File: src/rtl/mos_pkg.sv
/*
  Constants for the multifunction output selector: source codes, condition
  vector layout, communication register map, control-cycle timing and the
  shared source decode function.
  Assumes a single 10 MHz system clock.
*/
package mos_pkg;

  // Source setting codes
  localparam logic [7:0] SRC_ZERO_RUN = 8'h21;
  localparam logic [7:0] SRC_ZERO_OR_STOP = 8'h22;
  localparam logic [7:0] SRC_ERROR_ONE = 8'h23;
  localparam logic [7:0] SRC_ERROR_TWO = 8'h24;
  localparam logic [7:0] SRC_ERROR_THREE = 8'h25;
  localparam logic [7:0] SRC_ERROR_FOUR = 8'h26;
  localparam logic [7:0] SRC_SPEED_REACHED = 8'h28;
  localparam logic [7:0] SRC_PULSE_SPEED_LOW = 8'h2B;
  localparam logic [7:0] SRC_VALVE_SWITCH = 8'h2D;
  localparam logic [7:0] SRC_MASTER_DEB = 8'h2E;
  localparam logic [7:0] SRC_COMM_MODBUS = 8'h33;
  localparam logic [7:0] SRC_COMM_CARD = 8'h34;
  localparam logic [7:0] SRC_FIRE_MODE = 8'h35;

  // Condition vector layout
  localparam int COND_W = 11;
  localparam int COND_RUN = 0;
  localparam int COND_FREQ_ZERO = 1;
  localparam int COND_SPEED_REACHED = 2;
  localparam int COND_ERR_BASE = 3;
  localparam int COND_PULSE_LOW = 7;
  localparam int COND_VALVE = 8;
  localparam int COND_DEB = 9;
  localparam int COND_FIRE = 10;

  // Register map
  localparam logic [15:0] ADDR_COMM_OUTPUT_VALUE = 16'h2640;
  localparam logic [15:0] ADDR_OUTPUT_STATUS = 16'h2641;
  localparam logic [15:0] COMM_OUTPUT_VALUE_RESET = 16'h0000;
  localparam logic [15:0] COMM_OUTPUT_VALUE_MASK = 16'h0019;
  localparam int BIT_RELAY = 0;
  localparam int BIT_OUT_ONE = 3;
  localparam int BIT_OUT_TWO = 4;

  // Control cycle timing
  localparam int CLK_PERIOD_NS = 100;
  localparam int CTRL_CYCLE_NS = 1000;
  localparam int CTRL_CYCLE_CLKS = (CTRL_CYCLE_NS + CLK_PERIOD_NS - 1) / CLK_PERIOD_NS;
  localparam int TICK_W = 4;

  // Terminal kinds
  typedef enum logic [1:0] {TERM_RELAY, TERM_OUT_ONE, TERM_OUT_TWO} mos_term_type;

  function automatic logic mos_pick(
    input logic [7:0] code,
    input logic [COND_W-1:0] cond,
    input logic commBit,
    input logic isDigital
  );
    logic result;
    result = 1'b0;
    case (code)
      SRC_ZERO_RUN: result = cond[COND_RUN] & cond[COND_FREQ_ZERO];
      SRC_ZERO_OR_STOP: result = cond[COND_FREQ_ZERO] | ~cond[COND_RUN];
      SRC_ERROR_ONE: result = cond[COND_ERR_BASE];
      SRC_ERROR_TWO: result = cond[COND_ERR_BASE+1];
      SRC_ERROR_THREE: result = cond[COND_ERR_BASE+2];
      SRC_ERROR_FOUR: result = cond[COND_ERR_BASE+3];
      SRC_SPEED_REACHED: result = cond[COND_SPEED_REACHED] | ~cond[COND_RUN];
      SRC_PULSE_SPEED_LOW: result = cond[COND_PULSE_LOW];
      SRC_VALVE_SWITCH: result = cond[COND_VALVE];
      SRC_MASTER_DEB: result = isDigital & cond[COND_DEB];
      SRC_COMM_MODBUS: result = commBit;
      SRC_COMM_CARD: result = commBit;
      SRC_FIRE_MODE: result = cond[COND_FIRE];
      default: result = 1'b0;
    endcase
    return result;
  endfunction

endpackage

File: src/rtl/mos_sync.sv
/*
  Two-flop synchroniser for a group of pin levels.
  Assumes each bit is an independent, slowly changing level.
*/
`timescale 1ns/1ps
`default_nettype none
module mos_sync #(
  parameter int WIDTH = 2
) (
  input wire logic sys_clk,
  input wire logic arst_n,
  input wire logic [WIDTH-1:0] asyncIn,
  output logic [WIDTH-1:0] syncOut
);
  logic [WIDTH-1:0] stageOne;

  // First stage feeds only the second
  always_ff @(posedge sys_clk or negedge arst_n) begin
    if (!arst_n) begin
      stageOne <= '0;
      syncOut <= '0;
    end else begin
      stageOne <= asyncIn;
      syncOut <= stageOne;
    end
  end
endmodule // mos_sync
`default_nettype wire

File: src/rtl/mos_tick.sv
/*
  Control-cycle tick generator: one-cycle pulse every CTRL_CYCLE_CLKS clocks.
  Assumes the system clock of the package.
*/
`timescale 1ns/1ps
`default_nettype none
module mos_tick
  import mos_pkg::*;
(
  input wire logic sys_clk,
  input wire logic arst_n,
  output logic tick
);
  localparam logic [TICK_W-1:0] LAST = TICK_W'(CTRL_CYCLE_CLKS - 1);
  logic [TICK_W-1:0] count;

  always_ff @(posedge sys_clk or negedge arst_n) begin
    if (!arst_n) begin
      count <= '0;
    end else if (count == LAST) begin
      count <= '0;
    end else begin
      count <= count + 1'b1;
    end
  end

  always_ff @(posedge sys_clk or negedge arst_n) begin
    if (!arst_n) begin
      tick <= 1'b0;
    end else begin
      tick <= (count == LAST);
    end
  end
endmodule // mos_tick
`default_nettype wire

File: src/rtl/mos_selector.sv
/*
  Multifunction output selector: drives the relay and the two digital output
  terminals from the condition chosen by each terminal's source setting, and
  holds the communication output-value register.
  Assumes the drive status inputs come from logic on sys_clk, the enable and
  fire-mode digital inputs come straight from pins, and the source settings
  come from the parameter store on sys_clk.
*/
// How it works
// - Code 33 drives the terminal while the drive runs at zero actual frequency.
// - Code 34 drives the terminal while actual frequency is zero or the drive is stopped.
// - Codes 35 to 38 follow error selection flags one to four in that order.
// - Code 40 drives the terminal when the commanded frequency is reached or the drive is stopped.
// - Code 43 drives the terminal when the pulse input is in use and measured speed is below the threshold.
// - Code 45 switches the output contactor valve with the drive state while the enable input is active.
// - Code 46 lets a master signal its deceleration energy backup on either digital output.
// - Codes 51 and 52 hand the terminal to the communication register.
// - Under communication control the relay follows bit 0, output one bit 3, output two bit 4.
// - Code 53 drives the terminal while the fire mode input is active.
`timescale 1ns/1ps
`default_nettype none
module mos_selector
  import mos_pkg::*;
(
  input wire logic sys_clk,
  input wire logic arst_n,
  input wire logic [7:0] relaySourceSelect,
  input wire logic [7:0] outOneSourceSelect,
  input wire logic [7:0] outTwoSourceSelect,
  input wire logic driveRunning,
  input wire logic actualFreqZero,
  input wire logic speedReached,
  input wire logic [3:0] errorSelectFlag,
  input wire logic pulseInputTerminalMode,
  input wire logic [15:0] motorSpeed,
  input wire logic [15:0] speedThreshold,
  input wire logic decelEnergyBackup,
  input wire logic driveEnablePin,
  input wire logic fireModePin,
  input wire logic regWrEn,
  input wire logic regRdEn,
  input wire logic [15:0] regAddr,
  input wire logic [15:0] regWrData,
  output logic [15:0] regRdData,
  output logic regRdValid,
  output logic relayOutput,
  output logic digitalOutputOne,
  output logic digitalOutputTwo
);
  logic [1:0] pinSync;
  logic tick;
  logic [15:0] commOutputValue;
  logic [COND_W-1:0] condNow;
  logic [2:0] next_terminal;
  logic [2:0] terminalState;
  logic [7:0] srcSel [3];
  logic [2:0] commBits;

  mos_sync #(.WIDTH(2)) pinSyncInst (
    .sys_clk(sys_clk),
    .arst_n(arst_n),
    .asyncIn({fireModePin, driveEnablePin}),
    .syncOut(pinSync)
  );

  mos_tick tickInst (
    .sys_clk(sys_clk),
    .arst_n(arst_n),
    .tick(tick)
  );

  // Condition vector seen by every terminal
  always_comb begin
    condNow = '0;
    condNow[COND_RUN] = driveRunning;
    condNow[COND_FREQ_ZERO] = actualFreqZero;
    condNow[COND_SPEED_REACHED] = speedReached;
    condNow[COND_ERR_BASE +: 4] = errorSelectFlag;
    condNow[COND_PULSE_LOW] = pulseInputTerminalMode & (motorSpeed < speedThreshold);
    condNow[COND_VALVE] = pinSync[0] & driveRunning;
    condNow[COND_DEB] = decelEnergyBackup;
    condNow[COND_FIRE] = pinSync[1];
  end

  assign srcSel[0] = relaySourceSelect;
  assign srcSel[1] = outOneSourceSelect;
  assign srcSel[2] = outTwoSourceSelect;
  assign commBits = {commOutputValue[BIT_OUT_TWO], commOutputValue[BIT_OUT_ONE],
    commOutputValue[BIT_RELAY]};

  // Relay cannot carry the backup signal, only the digital outputs can
  genvar gi;
  generate
    for (gi = 0; gi < 3; gi++) begin : g_term
      assign next_terminal[gi] = mos_pick(srcSel[gi], condNow, commBits[gi], gi != 0);
    end
  endgenerate

  // Hold between ticks so a terminal never chatters mid-cycle
  always_ff @(posedge sys_clk or negedge arst_n) begin
    if (!arst_n) begin
      terminalState <= '0;
    end else if (tick) begin
      terminalState <= next_terminal;
    end
  end

  assign relayOutput = terminalState[0];
  assign digitalOutputOne = terminalState[1];
  assign digitalOutputTwo = terminalState[2];

  // Communication register; unused bits stay zero
  always_ff @(posedge sys_clk or negedge arst_n) begin
    if (!arst_n) begin
      commOutputValue <= COMM_OUTPUT_VALUE_RESET;
    end else if (regWrEn && regAddr == ADDR_COMM_OUTPUT_VALUE) begin
      commOutputValue <= regWrData & COMM_OUTPUT_VALUE_MASK;
    end
  end

  always_ff @(posedge sys_clk or negedge arst_n) begin
    if (!arst_n) begin
      regRdData <= '0;
      regRdValid <= 1'b0;
    end else begin
      regRdValid <= regRdEn;
      if (!regRdEn) begin
        regRdData <= '0;
      end else if (regAddr == ADDR_COMM_OUTPUT_VALUE) begin
        regRdData <= commOutputValue;
      end else if (regAddr == ADDR_OUTPUT_STATUS) begin
        regRdData <= {13'h0000, terminalState};
      end else begin
        regRdData <= '0;
      end
    end
  end

  // Checks
  property p_src(logic [7:0] sel, int idx, logic [7:0] code, logic expect_v);
    @(posedge sys_clk) disable iff (!arst_n)
      (tick && sel == code) |=> terminalState[idx] == $past(expect_v);
  endproperty

  AST_ZERO_RUN: assert property (
    p_src(relaySourceSelect, 0, SRC_ZERO_RUN, driveRunning & actualFreqZero))
    else $error("Zero speed in run output wrong");

  AST_ZERO_RUN_TWO: assert property (
    p_src(outTwoSourceSelect, 2, SRC_ZERO_RUN, driveRunning & actualFreqZero))
    else $error("Zero speed in run wrong on output two");

  AST_ZERO_STOP: assert property (
    p_src(outOneSourceSelect, 1, SRC_ZERO_OR_STOP, actualFreqZero | ~driveRunning))
    else $error("Zero speed or stop output wrong");

  AST_ERR_ONE: assert property (
    p_src(relaySourceSelect, 0, SRC_ERROR_ONE, errorSelectFlag[0]))
    else $error("Error flag one not followed");

  AST_ERR_TWO: assert property (
    p_src(outOneSourceSelect, 1, SRC_ERROR_TWO, errorSelectFlag[1]))
    else $error("Error flag two not followed");

  AST_ERR_FOUR: assert property (
    p_src(outTwoSourceSelect, 2, SRC_ERROR_FOUR, errorSelectFlag[3]))
    else $error("Error flag four not followed");

  AST_SPEED_RUN: assert property (
    p_src(outTwoSourceSelect, 2, SRC_SPEED_REACHED, speedReached | ~driveRunning))
    else $error("Speed reached output wrong");

  AST_PULSE_LOW: assert property (
    p_src(outOneSourceSelect, 1, SRC_PULSE_SPEED_LOW, pulseInputTerminalMode & (motorSpeed < speedThreshold)))
    else $error("Pulse speed detection wrong");

  AST_PULSE_RELAY: assert property (
    p_src(relaySourceSelect, 0, SRC_PULSE_SPEED_LOW, pulseInputTerminalMode & (motorSpeed < speedThreshold)))
    else $error("Pulse speed detection wrong on relay");

  AST_DEB_OUT: assert property (
    p_src(outTwoSourceSelect, 2, SRC_MASTER_DEB, decelEnergyBackup))
    else $error("Backup signal not sent on output two");

  AST_DEB_ONE: assert property (
    p_src(outOneSourceSelect, 1, SRC_MASTER_DEB, decelEnergyBackup))
    else $error("Backup signal not sent on output one");

  AST_ERR_THREE: assert property (
    @(posedge sys_clk) disable iff (!arst_n)
      (tick && outTwoSourceSelect == SRC_ERROR_THREE) |=> digitalOutputTwo == $past(errorSelectFlag[2]))
    else $error("Error flag three not followed");

  AST_SPEED_STOP: assert property (
    @(posedge sys_clk) disable iff (!arst_n)
      (tick && relaySourceSelect == SRC_SPEED_REACHED && !driveRunning) |=> relayOutput)
    else $error("Speed reached output low while stopped");

  // Pins reach the terminals two clocks late through the synchroniser
  AST_VALVE: assert property (
    @(posedge sys_clk) disable iff (!arst_n)
      (tick && outOneSourceSelect == SRC_VALVE_SWITCH && $past(driveEnablePin, 3)
        && $past(driveEnablePin, 2) && driveRunning) |=> digitalOutputOne)
    else $error("Valve not switched on with enable and run");

  AST_VALVE_OFF: assert property (
    @(posedge sys_clk) disable iff (!arst_n)
      (tick && outTwoSourceSelect == SRC_VALVE_SWITCH && !driveRunning) |=> !digitalOutputTwo)
    else $error("Valve on while drive stopped");

  AST_DEB_RELAY: assert property (
    @(posedge sys_clk) disable iff (!arst_n)
      (tick && relaySourceSelect == SRC_MASTER_DEB) |=> !relayOutput)
    else $error("Relay carried backup signal");

  AST_COMM_BITS: assert property (
    @(posedge sys_clk) disable iff (!arst_n)
      (tick && (outOneSourceSelect == SRC_COMM_MODBUS || outOneSourceSelect == SRC_COMM_CARD))
        |=> digitalOutputOne == $past(commOutputValue[3]))
    else $error("Output one not following register bit 3");

  AST_COMM_RELAY: assert property (
    @(posedge sys_clk) disable iff (!arst_n)
      (tick && (relaySourceSelect == SRC_COMM_MODBUS || relaySourceSelect == SRC_COMM_CARD))
        |=> relayOutput == $past(commOutputValue[0]))
    else $error("Relay not following register bit 0");

  AST_COMM_TWO: assert property (
    @(posedge sys_clk) disable iff (!arst_n)
      (tick && (outTwoSourceSelect == SRC_COMM_MODBUS || outTwoSourceSelect == SRC_COMM_CARD))
        |=> digitalOutputTwo == $past(commOutputValue[4]))
    else $error("Output two not following register bit 4");

  AST_COMM_WRITE: assert property (
    @(posedge sys_clk) disable iff (!arst_n)
      (regWrEn && regAddr == ADDR_COMM_OUTPUT_VALUE) |=>
        commOutputValue == ($past(regWrData) & COMM_OUTPUT_VALUE_MASK))
    else $error("Communication register did not take write");

  AST_FIRE: assert property (
    @(posedge sys_clk) disable iff (!arst_n)
      (tick && relaySourceSelect == SRC_FIRE_MODE && $past(fireModePin, 2)) |=> relayOutput)
    else $error("Fire mode indication missing");

  AST_FIRE_ONE: assert property (
    @(posedge sys_clk) disable iff (!arst_n)
      (tick && outOneSourceSelect == SRC_FIRE_MODE && !$past(fireModePin, 2)) |=> !digitalOutputOne)
    else $error("Fire mode indication without input");

  AST_HOLD: assert property (
    @(posedge sys_clk) disable iff (!arst_n)
      !tick |=> $stable(terminalState))
    else $error("Terminal changed between control cycles");

  AST_TICK_GAP: assert property (
    @(posedge sys_clk) disable iff (!arst_n)
      tick |=> !tick [*8] ##1 !tick ##1 tick)
    else $error("Control cycle period wrong");

  // Read port answers one clock after the strobe
  AST_RD_VALID: assert property (
    @(posedge sys_clk) disable iff (!arst_n)
      regRdEn |=> regRdValid)
    else $error("Read not answered");

  AST_RD_IDLE: assert property (
    @(posedge sys_clk) disable iff (!arst_n)
      !regRdEn |=> (!regRdValid && regRdData == 16'h0000))
    else $error("Read data not cleared when idle");

  AST_RD_COMM: assert property (
    @(posedge sys_clk) disable iff (!arst_n)
      (regRdEn && regAddr == ADDR_COMM_OUTPUT_VALUE) |=> regRdData == $past(commOutputValue))
    else $error("Communication register read wrong");

  AST_STATUS: assert property (
    @(posedge sys_clk) disable iff (!arst_n)
      (regRdEn && regAddr == ADDR_OUTPUT_STATUS) |=> regRdData == {13'h0000, $past(terminalState)})
    else $error("Status read wrong");

  // Main scenarios
  COV_COMM_RELAY: cover property (
    @(posedge sys_clk) disable iff (!arst_n)
      tick && relaySourceSelect == SRC_COMM_CARD ##1 relayOutput);

  COV_DEB: cover property (
    @(posedge sys_clk) disable iff (!arst_n)
      tick && outOneSourceSelect == SRC_MASTER_DEB && decelEnergyBackup ##1 digitalOutputOne);

  COV_VALVE: cover property (
    @(posedge sys_clk) disable iff (!arst_n)
      tick && outTwoSourceSelect == SRC_VALVE_SWITCH ##1 digitalOutputTwo);

  COV_STATUS_READ: cover property (
    @(posedge sys_clk) disable iff (!arst_n)
      regRdEn && regAddr == ADDR_OUTPUT_STATUS ##1 regRdValid && regRdData != 16'h0000);

  COV_FIRE: cover property (
    @(posedge sys_clk) disable iff (!arst_n)
      tick && relaySourceSelect == SRC_FIRE_MODE ##1 relayOutput);

endmodule // mos_selector
`default_nettype wire

File: config.mk
export PLATFORM = sky130hd
export DESIGN_NAME = mos_selector
export DESIGN_NICKNAME = d
export VERILOG_FILES = /design/src/rtl/mos_pkg.sv /design/src/rtl/mos_sync.sv /design/src/rtl/mos_tick.sv /design/src/rtl/mos_selector.sv
export SDC_FILE = /design/constraint.sdc
export NUM_CORES = 1
export LEC_CHECK = 0
export ABC_AREA = 1
export CAP_MARGIN = 20
export CORE_ASPECT_RATIO = 0.7
export CORE_UTILIZATION = 50
export CTS_BUF_LIST = sky130_fd_sc_hd__clkbuf_8
export CTS_CLUSTER_SIZE = 16
export DETAILED_ROUTE_END_ITERATION = 16
export DONT_BUFFER_PORTS = 1
export GPL_ROUTABILITY_DRIVEN = 0
export GPL_TIMING_DRIVEN = 0
export PLACE_DENSITY = 0.7
export SYNTH_ARGS = -nofsm -noshare
export SYNTH_HDL_FRONTEND = slang
export SYNTH_SLANG_ARGS = --single-unit
File: constraint.sdc
create_clock -name sys_clk -period 1.8 [get_ports sys_clk]
set_input_delay 0.36 -clock sys_clk [delete_from_list [all_inputs] [get_ports sys_clk]]
set_output_delay 0.36 -clock sys_clk [all_outputs]
set_load 0.02 [all_outputs]
==> run metrics, run 1 <==
Comb pwr share 21.2%; crit path time final roughly 1.3 ns; drt first pass iters 4; most common cell after layout, fill and taps aside nand2_1; Reg power frac 48.1%; gr ovfl total 0; CTS clk-pin slew, worst paths approximately 0.080 ns; r2r worst-path depth 10; P_int 0.7152 mW; setup total negative slack 0 ns; PnR Total Power 1.010 mW; Arr. time, crit path approximately 1.5 ns; cell leakage power 1.345 nW; peak supply drop 0.3542 mV; PwrDens roughly 460 nW/um2; Rel. slew slack 40.19%; Yosys cell types 26; Clock Tree Buf Depth 2; Post-synth EDFFs 0; layout overhead on the synthesized area 7.895%; share of layout cells above drive strength 1 7.895%; detailed placement HPWL roughly 3.8 mm; Post-synth top flop dfrtp_1; status finished clean; Worst Min Path Start fireModePin; hold crit path type input port to flop; Worst Path Required about 2.0 ns; via count of the first global-routing pass between 1500 and 2000; nets 461; Tot GR Track Use 21.02%; Post-Syn Area 2044 um2; die width 78.43 um; total clock buffers created by CTS 3; CP Launch Type input port; Sw Ratio 29.16%; non-filler instance count after layout 394; Final WS setup 0.4867 ns; DRC 0; Clock Latency Late Sink 0.26 ns; crit share post-route between 70 and 80%; worst r2r src pinSyncInst.syncOut[0]; worst hold stages 0; Clk pwr share 30.7%; Slew Limit Fails 0; R2R setup slack 0.56 ns; Initial Utilization 52.12%; Port Buf Inserts 0; RSZ-0062 raised after global routing no; Final ANT Viol Nets 0; IO Count 123; CTS tree done; Iteration-0 DRC Markers ~110; final hold violations 0; die area about 4400 um2; hold endpoint pinSyncInst.stageOne[1]; reg2reg end terminalState[1]; Seq/Total Area, Yosys between 20% and 30%; number of max-cap violations 0; most frequent cells in the layout 94 x nand2_1, 61 x inv_1, 42 x nor2_1, 34 x nand3_1, 21 x dfrtp_1; Worst Setup End Kind flop; Max Clk Rate 761.4 MHz; DRT Wirelength approximately 4.4 mm; diodes inserted 0; first-pass GRT wire length 7.279 mm; WL per Instance 11.17 um; Core Region about 3900 um2; height of the die 55.50 um; Syn Area/Cell 6.252 um2; clock skew 0.003617 ns; via count 1925; sw power a little under 0.3 mW; critical path type input port to flop; Worst-Margin Slew just under 0.9 ns; final setup violating endpoints 0; CTS sink cnt 21; largest net degree at the start of global routing 22; post-synthesis async set-or-reset flop share 100.0%; Vias per Instance 4.886; placed cell count 389; Yosys reg bits 21; CP max FO 3; H-tree levels 1; Yosys warning count 0; initial antenna violation count 0; row count 19; Syn Inst Count 327; Root Driver clkbuf_8; dpl ws roughly 0.21 ns
[cell families after synthesis]
| kind of cell | count (synthesis) | synth area share, % |
|---|---|---|
| and+or+nand+nor | 201 | 45.41 |
| buffers and inverters | 78 | 16.34 |
| DFF | 21 | 25.70 |
| adders and majority gates | 15 | 9.180 |
| AOI/OAI and AO/OA | 9 | 2.326 |
| xor gates and xnor gates | 2 | 0.8569 |
| other | 1 | 0.1834 |
[how the worst max path moves through the flow]
stage                       startpoint               end  cells after the start
global placement    speedThreshold[13]  terminalState[2]                     11
finish              speedThreshold[13]  terminalState[2]                     11
CTS                 speedThreshold[13]  terminalState[2]                     11
detailed placement  speedThreshold[13]  terminalState[2]                     11
global route         speedThreshold[9]  terminalState[1]                     11
floorplan            speedThreshold[9]  terminalState[2]                     11
[repair_timing]
| item | in CTS | in global routing |
|---|---|---|
| endpoints found under the setup margin | 0 | 0 |
| hold endpoints to repair | 21 | 0 |
| hold buffers | 1 | 0 |
| buffers inserted | 0 | 0 |
| gates resized for setup | 0 | 0 |
[sequential cells by signal (all words and copies together) (netlist names)]
register / flops
commOutputValue: 3
pinSyncInst.stageOne: 2
pinSyncInst.syncOut: 2
regRdData: 5
regRdValid: 1
terminalState: 3
tickInst.count: 4
tickInst.tick: 1
[per-stage QoR]
step	instance area, um2	hold slack (ns)	util [%]
floorplan	2082	0.06441	-
global placement	2147	0.06469	54.74
detailed placement	2147	0.06469	54.74
CTS	2206	0.1096	56.24
global route	2206	0.1065	56.24
finish	2206	0.1186	56.24
[synth_stat cells, types with 2 or more instances]
library cell,n,share of area [%]
nand2_1,94,17
inv_1,61,11
nor2_1,42,7.7
nand3_1,34,8.3
dfrtp_1,21,26
ha_1,15,9.2
nand4_1,13,4.0
buf_4,11,4.0
a21oi_1,6,1.5
inv_2,4,0.73
nor3_1,4,0.98
clkinv_1,2,0.37
nand3_2,2,0.98
nor2_4,2,1.1
nor3b_1,2,0.73
nor4_1,2,0.61
o21ai_0,2,0.49
xor2_1,2,0.86
[critical path, stage by stage]
cell	delay (ns)
inv_1	0.02
ha_1	0.28
nand2_1	0.06
inv_1	0.03
o21ai_0	0.15
nand4_1	0.10
nor2_1	0.22
nand3_1	0.11
nand2_1	0.09
nand2_1	0.05
nand2_1	0.05
[area by class of cell]
cell class	instances	area, um2
fill	402	1717
multi-input combinational	238	1222
sequential	21	525.5
inverter	67	251.5
buffer	11	82.58
tap	52	65.06
clock buffer	3	41.29
timing repair buffer	1	10.01
clock inverter	1	7.507
[power groups by stage]
stage	registers [mW]	logic [mW]	clock network (mW)
2_1_floorplan	0.493	0.175	0
5_1_grt	0.486	0.249	0.333
6_report	0.486	0.214	0.310
3_5_place_dp	0.495	0.203	0
4_1_cts	0.486	0.215	0.322
3_3_place_gp	0.495	0.199	0
[per-layer routing]
metal  track usage, %  routed length (um)
met5                0                   0
met2            33.96                1931
met3            5.289                 421
met4            3.704                  34
met1            28.77                2012
No activity file was read; power rests on OpenSTA's default activity.
==> inputs of run 2 (changes only) <==
==> constraint.sdc (replaced) <==
create_clock -name sys_clk -period 1.35 [get_ports sys_clk]
set_input_delay 0.27 -clock sys_clk [delete_from_list [all_inputs] [get_ports sys_clk]]
set_output_delay 0.27 -clock sys_clk [all_outputs]
set_load 0.02 [all_outputs]
==> run 2 against run 1 <==
Combinational power is 34% higher. Die area is the same. Count of clock-buffer cells in the layout is the same. Hold slack worse by 0.089 ns. Critical path depth fell by 1. Sequential power up 33%. Highest routed layer unchanged. Non-clock buffer count did not move. Worst setup slack worse by 0.33 ns. Clock skew barely moved. Critical path type is now flop to flop. Core utilization increased by 0.19 points.
==> run metrics, run 2 (synthesized netlist as in run 1, its figures left out) <==
status finished clean; largest net degree at the start of global routing 22 (unchanged); R2R setup slack 0.16 ns (-0.40 ns); Hold Slack 0.02978 ns (-0.08881 ns); total clock buffers created by CTS 3 (unchanged); hold crit path type input port to flop; Worst Path Required 1.51 ns (-0.49 ns); DRC 0 (unchanged); diodes inserted 0 (unchanged); clock skew 0.003846 ns (+0.0002285 ns); PwrDens 608.1 nW/um2 (+33%); Worst-Margin Slew 0.8908 ns (-0.003378 ns); post-layout util 56.43% (+0.19 points); Worst Min Path Start fireModePin; RSZ-0062 raised after global routing no; Vias per Instance 4.916 (+0.62%); first-pass GRT wire length 7.279 mm (unchanged); number of flip-flops in the largest register 5 (unchanged); Post-DP Area 2147 um2 (unchanged); via count 1937 (+0.62%); setup total negative slack 0 ns (unchanged); nets 461 (unchanged); die width 78.43 um (unchanged); Max Clk Rate 838.4 MHz; detailed placement HPWL 3.780 mm (unchanged); CP Launch Type flop; worst r2r src pinSyncInst.syncOut[0]; CTS clk-pin slew, worst paths 0.08 ns (about the same); Core Region 3923 um2 (unchanged); height of the die 55.50 um (unchanged); Root Driver clkbuf_8; CTS sink cnt 21 (unchanged); hold endpoint pinSyncInst.stageOne[1]; DRT Wirelength 4.400 mm (unchanged); Clock Latency Late Sink 0.26 ns (about the same); final setup violating endpoints 0 (unchanged); cell leakage power 1.353 nW (+0.59%); peak supply drop 0.4701 mV (+33%); critical path type flop to flop; Initial Utilization 52.12% (unchanged); crit share post-route 88.35%; gr ovfl total 0 (unchanged); biggest regs regRdData (5), tickInst.count (4); number of max-cap violations 0 (unchanged); Post CTS Setup Buffer Count 0 (unchanged); final instance area 2213 um2 (+0.34%); Arr. time, crit path 1.35 ns (-0.17 ns); Port Buf Inserts 0 (unchanged); H-tree levels 1 (unchanged); share of layout cells above drive strength 1 8.772% (+0.88 points); Rel. slew slack 40.61% (+0.42 points); layout overhead on the synthesized area 8.262%; dpl ws -0.1478 ns (-0.3600 ns); r2r worst-path depth 10 (unchanged); die area 4353 um2 (unchanged); worst hold stages 0 (unchanged); CP max FO 3 (unchanged); final hold violations 0 (unchanged); Iteration-0 DRC Markers 99 (-6.6%); initial antenna violation count 0 (unchanged); via count of the first global-routing pass 1661 (unchanged); Final ANT Viol Nets 0 (unchanged); IO Count 123 (unchanged); Largest Register regRdData; crit path time final 1.193 ns; WL per Instance 11.17 um (unchanged); row count 19 (unchanged); drt first pass iters 5 (+1); Final WS setup 0.1573 ns (-0.3294 ns); Tot GR Track Use 21.02% (unchanged); CTS tree done; most common cell after layout, fill and taps aside nand2_1; Worst Setup End Kind flop; most frequent cells in the layout 94 x nand2_1, 60 x inv_1, 40 x nor2_1, 34 x nand3_1, 21 x dfrtp_1; reg2reg end terminalState[1]; Clock Tree Buf Depth 2 (unchanged); Slew Limit Fails 0 (unchanged)
[run 2: worst max-delay path, stage by stage, from the launching register on]
cell and delay, ns:
dfrtp_1 0.36, nand2_1 0.06, inv_2 0.06, nand3_1 0.08, nand2_1 0.07, nor2_2 0.12, nand2_1 0.06, nor2_1 0.09
nand2_1 0.07, nand2_1 0.06, nand2_1 0.05
[run 2: metrics by stage]
stage	power, mW	cells
final	1.346	394
after global routing	1.427	394
after CTS	1.363	394
after detailed placement	0.9311	389
after global placement	0.9256	389
after floorplan	0.8911	337
[run 2: power breakdown]
group	switching [mW]	leakage (nW)	internal [mW]
Clock	0.203	0.0217	0.208
Combinational	0.179	1.06	0.108
Sequential	0.00957	0.273	0.638
[run 2: area by class of cell]
cell class	instances	area, um2
Fill cell	401	1709
Multi-Input combinational cell	238	1227
Sequential cell	21	525.5
Inverter	67	251.5
Buffer	11	82.58
Tap cell	52	65.06
Clock buffer	3	41.29
Timing Repair Buffer	1	12.51
Clock inverter	1	7.507
[run 2: per-layer routing]
metal | track usage [%] | routed length, um | vias up
met5 | 0 | 0 | -
met4 | 3.704 | 34 | 0
met3 | 5.289 | 442 | 6
met2 | 33.96 | 1926 | 86
met1 | 28.77 | 1996 | 816
li1 | - | - | 1029
[run 2: worst max path at each step]
stage                      startpoint          endpoint  slack (ns)
2_1_floorplan       speedThreshold[9]  terminalState[2]        0.04
3_3_place_gp       speedThreshold[13]  terminalState[2]       -0.14
3_5_place_dp       speedThreshold[13]  terminalState[2]       -0.15
4_1_cts            speedThreshold[13]  terminalState[2]        0.12
5_1_grt             speedThreshold[9]  terminalState[1]        0.01
6_report       pinSyncInst.syncOut[0]  terminalState[1]        0.16
[run 2: repair_timing]
action	4_1_cts	5_1_grt
endpoints found under the setup margin	0	11
resized for setup	0	4
hold endpoints to repair	21	0
hold buffers	1	0
==> inputs of run 3 (changes only) <==
==> constraint.sdc (replaced) <==
create_clock -name sys_clk -period 1.35 [get_ports sys_clk]
set_input_delay 0.0675 -clock sys_clk [delete_from_list [all_inputs] [get_ports sys_clk]]
set_output_delay 0.0675 -clock sys_clk [all_outputs]
set_load 0.02 [all_outputs]
==> run 3 against run 2 <==
Core utilization up 3.2 points. Largest power group unchanged. Sequential share of layout area down 1.3 points. Non-clock buffer count up 12. Hold slack worse by 0.020 ns. Highest routed layer unchanged. Largest cell class unchanged. Clock skew up 0.0011 ns. Critical path depth down 6. Maximum frequency down 9.9%.
==> run metrics, run 3 (synthesized netlist as in run 1, its figures left out) <==
status finished clean; Arr. time, crit path 1.49 ns (+0.14 ns); nets 473 (+2.6%); Max stage delay cell, worst path dlygate4sd3_1; Worst Setup End Kind flop; share of layout cells above drive strength 1 9.040% (+0.27 points); RSZ-0062 raised after global routing no; Clk pwr share 30.0% (-0.6 points); crit-path cells dlygate4sd3_1, nor4_4, nand4_1, nor3b_1; Core Region 3923 um2 (unchanged); P_int 0.9755 mW (+2.2%); crit path time final 1.324 ns (+0.1309 ns); final setup violating endpoints 0 (unchanged); CTS tree done; die width 78.43 um (unchanged); FF/Latch Area 525.5 um2 (unchanged); cell leakage power 1.413 nW (+4.4%); drt first pass iters 5 (unchanged); most frequent cells in the layout 94 x nand2_1, 60 x inv_1, 41 x nor2_1, 34 x nand3_1, 21 x dfrtp_1; hold crit path type input port to flop; detailed placement HPWL 3.780 mm (unchanged); IO Count 123 (unchanged); gr ovfl total 0 (unchanged); Clock Latency Late Sink 0.26 ns (about the same); initial antenna violation count 0 (unchanged); final hold violations 0 (unchanged); die area 4353 um2 (unchanged); most common cell after layout, fill and taps aside nand2_1; Worst Path Required 1.51 ns (about the same); Rel. slew slack 39.37% (-1.2 points); diodes inserted 0 (unchanged); layout overhead on the synthesized area 14.44%; biggest regs regRdData (5), tickInst.count (4); DRC 0 (unchanged); Fill cells 381 (-5.0%); total clock buffers created by CTS 3 (unchanged); critical path type input port to flop; Final ANT Viol Nets 0 (unchanged); Max Clk Rate 755.5 MHz (-9.9%); largest net degree at the start of global routing 22 (unchanged); final instance area 2340 um2 (+5.7%); row count 19 (unchanged); CTS sink cnt 21 (unchanged); H-tree levels 1 (unchanged); clock skew 0.004917 ns (+0.001071 ns); number of max-cap violations 0 (unchanged); Vias per Instance 4.980 (+1.3%); CP Launch Type input port; area of the multi-input gates 1236 um2 (+0.71%); r2r worst-path depth 10 (unchanged); R2R setup slack 0.18 ns (+0.02 ns); sw power 0.4050 mW (+3.4%); Slew Limit Fails 0 (unchanged); via count 2022 (+4.4%); Largest Register regRdData; worst hold stages 3 (+3); Comb pwr share 23.1% (+1.8 points); Initial Utilization 52.12% (unchanged); crit share post-route 98.04% (+9.7 points); reg2reg end terminalState[2]; peak per-stage delay on the critical path 0.57 ns (+0.21 ns); Root Driver clkbuf_8; via count of the first global-routing pass 1771 (+6.6%); Port Buf Inserts 0 (unchanged); PwrDens 590.0 nW/um2 (-3.0%); peak supply drop 0.4695 mV (-0.13%); Iteration-0 DRC Markers 103 (+4.0%); setup total negative slack 0 ns (unchanged); Worst-Margin Slew 0.9065 ns (+0.01568 ns); number of flip-flops in the largest register 5 (unchanged); Tot GR Track Use 22.44% (+1.4 points); DRT Wirelength 4.747 mm (+7.9%); height of the die 55.50 um (unchanged); hold endpoint commOutputValue[3]; Sw Ratio 29.33% (+0.25 points); CP max FO 3 (unchanged); Worst Min Path Start regWrEn; Post-DP Area 2147 um2 (unchanged); Reg power frac 46.9% (-1.2 points); CTS clk-pin slew, worst paths 0.08 ns (about the same); first-pass GRT wire length 7.741 mm (+6.3%); worst r2r src pinSyncInst.syncOut[0]; WL per Instance 11.69 um (+4.7%); Clock Tree Buf Depth 2 (unchanged)
==> run 3: cell count changes in the layout (fill, tap and decap cells not counted), sizes merged <==
cell,previous run,this run
dlygate4sd3,0,11
buf,11,12
==> run 3: layout make-up <==
| cell class | instances | area share, % |
|---|---|---|
| plain buffers | 11 | 3.529 |
| clock buffers | 3 | 1.765 |
| clock inverters | 1 | 0.3209 |
| inverters | 67 | 10.75 |
| multi-input cells | 238 | 52.83 |
| flip-flops and latches | 21 | 22.46 |
| well taps | 52 | 2.781 |
| repair buffers | 13 | 5.562 |
==> run 3: through the flow <==
| stage | utilization [%] | hold WS, ns | cells | power, mW | setup slack (ns) |
|---|---|---|---|---|---|
| 2_1_floorplan | - | -0.2281 | 337 | 0.8911 | 0.2455 |
| 3_3_place_gp | 54.74 | -0.2278 | 389 | 0.9256 | 0.06140 |
| 3_5_place_dp | 54.74 | -0.2278 | 389 | 0.9311 | 0.05474 |
| 4_1_cts | 59.04 | 0.004805 | 405 | 1.394 | 0.1065 |
| 5_1_grt | 59.65 | 0.03616 | 406 | 1.460 | 0.005035 |
| 6_report | 59.65 | 0.01011 | 406 | 1.381 | 0.02639 |
==> run 3: worst max-delay path by stage <==
stage / startpoint / slack [ns] / to / cells after the start
floorplan: speedThreshold[9] / 0.25 / terminalState[2] / 11
global placement: speedThreshold[13] / 0.06 / terminalState[2] / 11
detailed placement: speedThreshold[13] / 0.05 / terminalState[2] / 11
CTS: regAddr[12] / 0.11 / commOutputValue[0] / 7
global route: regAddr[15] / 0.005 / regRdData[0] / 5
finish: regAddr[15] / 0.03 / regRdData[1] / 4
==> run 3: what timing repair did <==
action,in CTS,in global routing
resized for setup,0,5
hold buffers,12,0
endpoints found under the hold margin,32,0
endpoints found under the setup margin,0,5
setup buffers,0,1
==> run 3: power by group through the flow <==
stage	combinational [mW]	clock, mW	sequential [mW]
final	0.319	0.414	0.648
after global routing	0.368	0.444	0.648
after CTS	0.317	0.429	0.647
after detailed placement	0.271	0	0.660
after global placement	0.266	0	0.660
after floorplan	0.233	0	0.658
==> run 3: worst max-delay path: cells and delay by family <==
family,cells,cell delay (ns)
AND/OR/NAND/NOR,3,0.85
buffers and inverters,1,0.57
==> run 3: layer usage <==
layer / vias to the layer above / wire length (um) / GRT usage [%]
li1: 1051 / - / -
met1: 853 / 2021 / 29.39
met2: 108 / 2131 / 37.59
met3: 10 / 512 / 5.124
met4: 0 / 82 / 5.291
met5: - / 0 / 0
